[config.mk]
export PLATFORM = sky130hd
export DESIGN_NAME = ast_uart_tx
export DESIGN_NICKNAME = d
export VERILOG_FILES = /design/src/ast_pkg.sv /design/src/ast_shifter.sv /design/src/ast_uart_tx.sv
export SDC_FILE = /design/constraint.sdc
export NUM_CORES = 1
export LEC_CHECK = 0
export ABC_AREA = 1
export BUFFER_PORTS_ARGS = -buffer_cell sky130_fd_sc_hd__buf_2
export CAP_MARGIN = 15
export CELL_PAD_IN_SITES_DETAIL_PLACEMENT = 0
export CELL_PAD_IN_SITES_GLOBAL_PLACEMENT = 2
export CORE_MARGIN = 2
export CORE_UTILIZATION = 35
export CTS_CLUSTER_DIAMETER = 150
export DETAILED_ROUTE_END_ITERATION = 6
export HOLD_SLACK_MARGIN = 0.02
export PLACE_DENSITY = 0.94
export SYNTH_ARGS = -nofsm -noshare
export SYNTH_HDL_FRONTEND = slang
export SYNTH_SLANG_ARGS = --single-unit
[constraint.sdc]
create_clock -name mclk -period 2.4 [get_ports mclk]
set_input_delay 0.12 -clock mclk [delete_from_list [all_inputs] [get_ports mclk]]
set_output_delay 0.12 -clock mclk [all_outputs]
set_load 0.02 [all_outputs]
[src/ast_pkg.sv]
// Constants and types shared by the asynchronous serial transmitter.
// Assumes one 25 MHz clock and an external bit-rate tick source.
package ast_pkg;
    localparam int AST_ADDR_W = 4;
    localparam int AST_DATA_W = 8;
    localparam int AST_CHAR_W = 9;
    localparam int AST_CNT_W = 4;
    localparam logic [3:0] AST_TX_STATUS = 4'h0;
    localparam logic [3:0] AST_RX_STATUS = 4'h1;
    localparam logic [3:0] AST_BAUD_CTRL = 4'h2;
    localparam logic [3:0] AST_TX_HOLD = 4'h3;
    localparam logic [3:0] AST_DIV_HIGH = 4'h4;
    localparam logic [3:0] AST_DIV_LOW = 4'h5;
    localparam logic [3:0] AST_IRQ_FLAGS = 4'h6;
    localparam logic [3:0] AST_IRQ_EN = 4'h7;
    localparam logic [3:0] AST_IRQ_PRIO = 4'h8;
    localparam logic [3:0] AST_IRQ_CTRL = 4'h9;
    localparam int AST_NINE_POS = 6;
    localparam int AST_ENABLE_POS = 5;
    localparam int AST_CLOCKED_POS = 4;
    localparam int AST_SPEED_POS = 2;
    localparam int AST_EMPTY_POS = 1;
    localparam int AST_NINTH_POS = 0;
    localparam int AST_PORT_ON_POS = 7;
    localparam int AST_INVERT_POS = 4;
    localparam int AST_WIDE_POS = 3;
    localparam int AST_TX_IRQ_POS = 4;
    localparam int AST_GLOBAL_POS = 7;
    localparam int AST_PERIPH_POS = 6;
    localparam logic [7:0] AST_TXS_MASK = 8'hFD;
    localparam logic [7:0] AST_RXS_MASK = 8'hF8;
    localparam logic [7:0] AST_BDC_MASK = 8'h3B;
    localparam logic [7:0] AST_CTRL_MASK = 8'hC0;
    localparam logic [7:0] AST_REG_RST = 8'h00;
    localparam logic AST_MARK = 1'b1;
    localparam logic AST_SPACE = 1'b0;
    typedef enum logic [1:0] {
        AST_IDLE = 2'b00,
        AST_START = 2'b01,
        AST_DATA = 2'b11,
        AST_STOP = 2'b10
    } ast_state_e;
    typedef struct packed {
        logic [15:0] divisor;
        logic high_speed;
        logic wide_counter;
    } ast_baud_s;
    typedef struct packed {
        logic ninth;
        logic [7:0] low;
    } ast_char_s;
endpackage

[src/ast_shifter.sv]
// Transmit shift engine: start bit, 8 or 9 data bits, stop bit.
// Assumes tick is a one-cycle bit-rate pulse from the same clock.
`timescale 1ns/1ps
module ast_shifter
    import ast_pkg::*;
#(
    parameter int CHAR_W = AST_CHAR_W
)
(
    input wire logic mclk,
    input wire logic nrst,
    input wire logic clear,
    input wire logic load,
    input wire logic [CHAR_W-1:0] char_in,
    input wire logic nine,
    input wire logic tick,
    output logic line,
    output logic busy,
    output logic frame_done
);
    ast_state_e state_reg, state_next;
    logic [CHAR_W-1:0] shift_reg, shift_next;
    logic [AST_CNT_W-1:0] cnt_reg, cnt_next;
    logic line_reg, line_next;
    logic done_reg, done_next;
    logic [AST_CNT_W-1:0] last_bit;

    assign last_bit = nine ? AST_CNT_W'(8) : AST_CNT_W'(7);

    always_comb
    begin
        state_next = state_reg;
        shift_next = shift_reg;
        cnt_next = cnt_reg;
        line_next = line_reg;
        done_next = 1'b0;
        case (state_reg)
            AST_IDLE:
            begin
                line_next = AST_MARK;
                if (load)
                begin
                    state_next = AST_START;
                    shift_next = char_in;
                    cnt_next = '0;
                    line_next = AST_SPACE;
                end
            end
            AST_START:
            begin
                if (tick)
                begin
                    state_next = AST_DATA;
                    line_next = shift_reg[0];
                    shift_next = shift_reg >> 1;
                end
            end
            AST_DATA:
            begin
                if (tick && cnt_reg == last_bit)
                begin
                    state_next = AST_STOP;
                    line_next = AST_MARK;
                end
                else if (tick)
                begin
                    cnt_next = cnt_reg + AST_CNT_W'(1);
                    line_next = shift_reg[0];
                    shift_next = shift_reg >> 1;
                end
            end
            default:
            begin
                if (tick)
                begin
                    state_next = AST_IDLE;
                    done_next = 1'b1;
                end
            end
        endcase
        if (clear)
        begin
            state_next = AST_IDLE;
            line_next = AST_MARK;
            done_next = 1'b0;
        end
    end

    always_ff @(posedge mclk)
    begin
        if (!nrst)
        begin
            state_reg <= AST_IDLE;
            shift_reg <= '0;
            cnt_reg <= '0;
            line_reg <= AST_MARK;
            done_reg <= 1'b0;
        end
        else
        begin
            state_reg <= state_next;
            shift_reg <= shift_next;
            cnt_reg <= cnt_next;
            line_reg <= line_next;
            done_reg <= done_next;
        end
    end

    assign line = line_reg;
    assign busy = state_reg != AST_IDLE;
    assign frame_done = done_reg;
endmodule

[src/ast_uart_tx.sv]
// Asynchronous serial transmitter with its control registers.
// Assumes a plain register port and a bit tick from a baud generator.
//
// The register offsets and the plain strobed port were chosen for this implementation.
`timescale 1ns/1ps
module ast_uart_tx
    import ast_pkg::*;
(
    input wire logic mclk,
    input wire logic nrst,
    input wire logic [AST_ADDR_W-1:0] reg_addr,
    input wire logic [AST_DATA_W-1:0] reg_wdata,
    input wire logic reg_write,
    input wire logic reg_read,
    output logic [AST_DATA_W-1:0] reg_rdata,
    input wire logic bit_tick,
    output ast_baud_s baud_cfg,
    output logic baud_restart,
    output logic serial_out_pin,
    output logic serial_out_oe,
    output logic tx_irq
);
    logic [7:0] tx_status_reg, tx_status_next;
    logic [7:0] rx_status_reg, rx_status_next;
    logic [7:0] baud_ctrl_reg, baud_ctrl_next;
    logic [7:0] div_high_reg, div_high_next;
    logic [7:0] div_low_reg, div_low_next;
    logic [7:0] irq_en_reg, irq_en_next;
    logic [7:0] irq_prio_reg, irq_prio_next;
    logic [7:0] irq_ctrl_reg, irq_ctrl_next;
    ast_char_s hold_reg, hold_next;
    logic hold_full_reg, hold_full_next;
    logic flag_reg, flag_next;
    logic [7:0] rdata_reg, rdata_next;
    logic out_reg, out_next;
    logic oe_reg, oe_next;
    logic irq_reg, irq_next;
    logic restart_reg, restart_next;
    logic tx_on, tx_on_next;
    logic serial_port_on, invert_eff;
    logic load_shift;
    logic shift_line, shift_busy, shift_done;

    function automatic logic hits(
        input logic [AST_ADDR_W-1:0] a,
        input logic [AST_ADDR_W-1:0] t
    );
        return a == t;
    endfunction

    always_comb
    begin
        tx_status_next = tx_status_reg;
        rx_status_next = rx_status_reg;
        baud_ctrl_next = baud_ctrl_reg;
        div_high_next = div_high_reg;
        div_low_next = div_low_reg;
        irq_en_next = irq_en_reg;
        irq_prio_next = irq_prio_reg;
        irq_ctrl_next = irq_ctrl_reg;
        if (reg_write)
        begin
            if (hits(reg_addr, AST_TX_STATUS))
            begin
                tx_status_next = reg_wdata & AST_TXS_MASK;
            end
            else if (hits(reg_addr, AST_RX_STATUS))
            begin
                rx_status_next = reg_wdata & AST_RXS_MASK;
            end
            else if (hits(reg_addr, AST_BAUD_CTRL))
            begin
                baud_ctrl_next = reg_wdata & AST_BDC_MASK;
            end
            else if (hits(reg_addr, AST_DIV_HIGH))
            begin
                div_high_next = reg_wdata;
            end
            else if (hits(reg_addr, AST_DIV_LOW))
            begin
                div_low_next = reg_wdata;
            end
            else if (hits(reg_addr, AST_IRQ_EN))
            begin
                irq_en_next = reg_wdata;
            end
            else if (hits(reg_addr, AST_IRQ_PRIO))
            begin
                irq_prio_next = reg_wdata;
            end
            else if (hits(reg_addr, AST_IRQ_CTRL))
            begin
                irq_ctrl_next = reg_wdata & AST_CTRL_MASK;
            end
        end
    end

    always_ff @(posedge mclk)
    begin
        if (!nrst)
        begin
            tx_status_reg <= AST_REG_RST;
            rx_status_reg <= AST_REG_RST;
            baud_ctrl_reg <= AST_REG_RST;
            div_high_reg <= AST_REG_RST;
            div_low_reg <= AST_REG_RST;
            irq_en_reg <= AST_REG_RST;
            irq_prio_reg <= AST_REG_RST;
            irq_ctrl_reg <= AST_REG_RST;
        end
        else
        begin
            tx_status_reg <= tx_status_next;
            rx_status_reg <= rx_status_next;
            baud_ctrl_reg <= baud_ctrl_next;
            div_high_reg <= div_high_next;
            div_low_reg <= div_low_next;
            irq_en_reg <= irq_en_next;
            irq_prio_reg <= irq_prio_next;
            irq_ctrl_reg <= irq_ctrl_next;
        end
    end

    assign serial_port_on = rx_status_reg[AST_PORT_ON_POS];
    assign tx_on = tx_status_reg[AST_ENABLE_POS]
        && !tx_status_reg[AST_CLOCKED_POS]
        && serial_port_on;
    assign tx_on_next = tx_status_next[AST_ENABLE_POS]
        && !tx_status_next[AST_CLOCKED_POS]
        && rx_status_next[AST_PORT_ON_POS];
    assign invert_eff = baud_ctrl_reg[AST_INVERT_POS]
        && !tx_status_reg[AST_CLOCKED_POS];
    assign load_shift = hold_full_reg && !shift_busy && tx_on;

    ast_shifter #(
        .CHAR_W(AST_CHAR_W)
    ) u_shifter (
        .mclk(mclk),
        .nrst(nrst),
        .clear(!tx_on),
        .load(load_shift),
        .char_in(hold_reg),
        .nine(tx_status_reg[AST_NINE_POS]),
        .tick(bit_tick && !restart_reg),
        .line(shift_line),
        .busy(shift_busy),
        .frame_done(shift_done)
    );

    always_comb
    begin
        hold_next = hold_reg;
        hold_full_next = hold_full_reg;
        rdata_next = 8'h00;
        if (load_shift)
        begin
            hold_full_next = 1'b0;
        end
        if (reg_write && hits(reg_addr, AST_TX_HOLD))
        begin
            hold_next.ninth = tx_status_reg[AST_NINTH_POS];
            hold_next.low = reg_wdata;
            hold_full_next = 1'b1;
        end
        if (!tx_on_next)
        begin
            hold_full_next = 1'b0;
        end
        flag_next = tx_on_next && !hold_full_next;
        irq_next = flag_next
            && irq_en_next[AST_TX_IRQ_POS]
            && irq_ctrl_next[AST_GLOBAL_POS]
            && irq_ctrl_next[AST_PERIPH_POS];
        oe_next = rx_status_next[AST_PORT_ON_POS];
        out_next = serial_port_on ? (shift_line ^ invert_eff) : AST_MARK;
        restart_next = load_shift;
        if (reg_read)
        begin
            if (hits(reg_addr, AST_TX_STATUS))
            begin
                rdata_next = tx_status_reg;
                rdata_next[AST_EMPTY_POS] = !shift_busy;
            end
            else if (hits(reg_addr, AST_RX_STATUS))
            begin
                rdata_next = rx_status_reg;
            end
            else if (hits(reg_addr, AST_BAUD_CTRL))
            begin
                rdata_next = baud_ctrl_reg;
            end
            else if (hits(reg_addr, AST_TX_HOLD))
            begin
                rdata_next = hold_reg.low;
            end
            else if (hits(reg_addr, AST_DIV_HIGH))
            begin
                rdata_next = div_high_reg;
            end
            else if (hits(reg_addr, AST_DIV_LOW))
            begin
                rdata_next = div_low_reg;
            end
            else if (hits(reg_addr, AST_IRQ_FLAGS))
            begin
                rdata_next[AST_TX_IRQ_POS] = flag_reg;
            end
            else if (hits(reg_addr, AST_IRQ_EN))
            begin
                rdata_next = irq_en_reg;
            end
            else if (hits(reg_addr, AST_IRQ_PRIO))
            begin
                rdata_next = irq_prio_reg;
            end
            else if (hits(reg_addr, AST_IRQ_CTRL))
            begin
                rdata_next = irq_ctrl_reg;
            end
        end
    end

    always_ff @(posedge mclk)
    begin
        if (!nrst)
        begin
            hold_reg <= '0;
            hold_full_reg <= 1'b0;
            flag_reg <= 1'b0;
            rdata_reg <= 8'h00;
            out_reg <= AST_MARK;
            oe_reg <= 1'b0;
            irq_reg <= 1'b0;
            restart_reg <= 1'b0;
        end
        else
        begin
            hold_reg <= hold_next;
            hold_full_reg <= hold_full_next;
            flag_reg <= flag_next;
            rdata_reg <= rdata_next;
            out_reg <= out_next;
            oe_reg <= oe_next;
            irq_reg <= irq_next;
            restart_reg <= restart_next;
        end
    end

    assign reg_rdata = rdata_reg;
    assign baud_cfg.divisor = {div_high_reg, div_low_reg};
    assign baud_cfg.high_speed = tx_status_reg[AST_SPEED_POS];
    assign baud_cfg.wide_counter = baud_ctrl_reg[AST_WIDE_POS];
    assign baud_restart = restart_reg;
    assign serial_out_pin = out_reg;
    assign serial_out_oe = oe_reg;
    assign tx_irq = irq_reg;
endmodule

==> key figures <==
Status
  • Outcome: finished, violations left
  • Failing checks: design-rule violations

Finish
  • Area Growth Syn to Fin: 14.9%
  • Fill cells: 1247
  • Most frequent cells in the layout: nand2_1, dfxtp_1, a21oi_1
  • Layout cells sized above 1: 15.1%
  • Nets@finish: 659
  • Inserted Diodes: 0
  • Commonest non-fill, non-tap cell in the layout: nand2_1

Critical path
  • Kind of critical path: flop to flop
  • Worst setup path start: u_shifter.state_reg[0]$_SDFFE_PN0P_
  • CP endpoint kind: flop
  • Origin of the critical flop-to-flop path: u_shifter.state_reg[0]$_SDFFE_PN0P_
  • Crit path max fanout: 14
  • R2r setup slk: 560 ps
  • Data required, critical path: 2640 ps
  • Arr. time, crit path: 2080 ps
  • Worst setup SP type: flop

Clocking
  • TritonCTS clock tree: built
  • Clock Path Buffers: 2
  • Clk root buf: clkbuf_16
  • CTS hold repair buffers: 0
  • Resized cells post-CTS: 0
  • CTS Sinks: 89
  • Clock latency on the worst-skew pair: 350 ps
  • H-tree Lvls: 3
  • Number of CTS-inserted buffers: 9
  • Postcts setup bufs: 0
  • Clock transition at path regs: 60 ps

Global route
  • Tot GR Track Use: 19.8%
  • Vias in the first global route: 3804
  • Largest net degree at the start of global routing: 25
  • Gr busiest metal: met2
  • First-pass GRT wire length: 19500 um
  • GR Layer Usage met3: 5.46%
  • Met2 GRT Util: 31.9%
  • Global route overflow: 0
  • Initial antenna violation count: 0
  • GR met1 Demand/Resource: 26.2%

Floorplanning
  • Core ar.: 11500 um2
  • Die Span Y: 113 um
  • Die Width: 113 um
  • Die area: 12800 um2
  • IO Pins: 47
  • FP Rows: 39
  • Initial Util: 36.1%

Timing
  • Worst-Margin Slew: 450 ps
  • Final hold vios: 0
  • Unrepaired setup endpoints after global routing: false
  • Max-slew headroom: 69.7%
  • Fin Setup TNS: 0 ps
  • Max Transition Viols Final: 0
  • Worst clock skew: 7.35 ps
  • Setup-failing EPs final: 0
  • Min Tclk post-route: 1840 ps
  • Final Cycle Share: 76.6%
  • Final setup margin: 562 ps
  • Maximum clock rate: 0.544 GHz

Routing
  • Via-to-Cell Ratio: 5.04
  • Drt first pass iters: 7
  • Initial DRC count: 207
  • Wirelength per Cell: 15.2 um
  • Total number of vias: 3959
  • Routed wire length: 11900 um
  • Post-route ant nets: 0
  • DR DRC count: 2

Synthesis
  • Dominant cell type by area after synthesis: dfxtp_1
  • Synth top area cells: dfxtp_1, nand2_1, a21oi_1, inv_1, nand3_1
  • Post-synthesis average cell area: 6.95 um2
  • Syn Inst Count: 598
  • Sequential area share after synthesis: 42.9%
  • Distinct cells, synth: 30
  • Syn_nets: 620
  • Yosys warns: 0
  • Cell Area, Synth: 4160 um2
  • #FFs+latches synth: 89
  • Synth top area share: 42.9%

Placed design
  • Gp weighted congestion: 0.834
  • Post-detail-place hpwl: 8760 um
  • Dpl ws: 568 ps
  • IO Port Bufs: 46

Power
  • PwrDens: 638 nW/um2
  • Max IR drop VDD: 0.338 mV
  • Leak: 0.00193 uW

Min path
  • HP Start: nrst
  • Hold Path Class: input pin to flop

Job
  • # Max-Cap Violations: 0
[worst paths after layout]
kind | cells past startpoint | end
setup / recovery | 6 | u_shifter.shift_reg[3]$_SDFFE_PN0P_
hold / removal | 3 | irq_prio_reg[5]$_SDFFE_PN0P_
hold reg to reg | 2 | irq_prio_reg[6]$_SDFFE_PN0P_
setup reg to reg | 6 | u_shifter.shift_reg[3]$_SDFFE_PN0P_
[metrics by stage]
step	hold slack [ps]	instance area, um2	total power (uW)	std cells	util [%]
after floorplan	284	4160	1670	598	-
after global placement	435	4500	1750	769	39.1
after detailed placement	442	4500	1750	769	39.1
after CTS	130	4770	3080	785	41.5
after global routing	136	4770	3180	785	41.5
final	142	4770	3040	785	41.5
[Yosys cell counts]
cell	n
o21bai_1	2
nand3b_1	4
ha_1	5
buf_2	11
nand2_1	121
a221oi_1	1
nand3b_2	1
nor3_1	1
a21oi_1	71
buf_4	4
a21boi_4	1
clkinv_1	1
nor2_2	3
o21ai_1	13
nor2_4	4
nor2_1	54
o21ai_0	44
nand4_1	10
nand3_1	51
xnor2_1	1
inv_1	69
xor2_1	1
clkbuf_1	10
o22ai_1	4
nand3_2	1
dfxtp_1	89
buf_1	1
nand2_2	8
nor3_2	1
inv_2	11
[cell type report]
class | count | area (um2) | share of cell area [%]
Clock buffer | 14 | 264 | 5.53
Clock inverter | 2 | 12.5 | 0.262
Multi-Input combinational cell | 402 | 1940 | 40.7
Sequential cell | 89 | 1780 | 37.3
Timing Repair Buffer | 54 | 290 | 6.08
Inverter | 81 | 304 | 6.37
Tap cell | 143 | 179 | 3.75
[layer usage]
layer  wire (um)  vias up
li1            -     2012
met1        5730     1854
met2        5470       80
met3         495       13
met4         192        0
met5           0        -
[power breakdown]
part	switching, uW	internal [uW]
clock network	564	758
logic	157	57.9
registers	10.7	1500
total	732	2310
[cells by family (layout without fill, tap and decap cells)]
| family | Yosys count | in the layout | synth area share [%] |
|---|---|---|---|
| AO/OA/AOI/OAI | 136 | 136 | 17.0 |
| buffers and inverters | 107 | 151 | 10.4 |
| flip-flops | 89 | 89 | 42.9 |
| AND/OR/NAND/NOR | 259 | 259 | 27.8 |
| XOR/XNOR | 2 | 2 | 0.422 |
| adder cells (fa/ha/maj) | 5 | 5 | 1.51 |
[critical path, stage by stage (launching register included)]
cell and delay [ps]:
dfxtp_1 330, ha_1 290, nor2_1 250, o21ai_0 180, nand3b_2 410, o21ai_1 210
nor2_1 60
(Power assumes the default switching activity.)
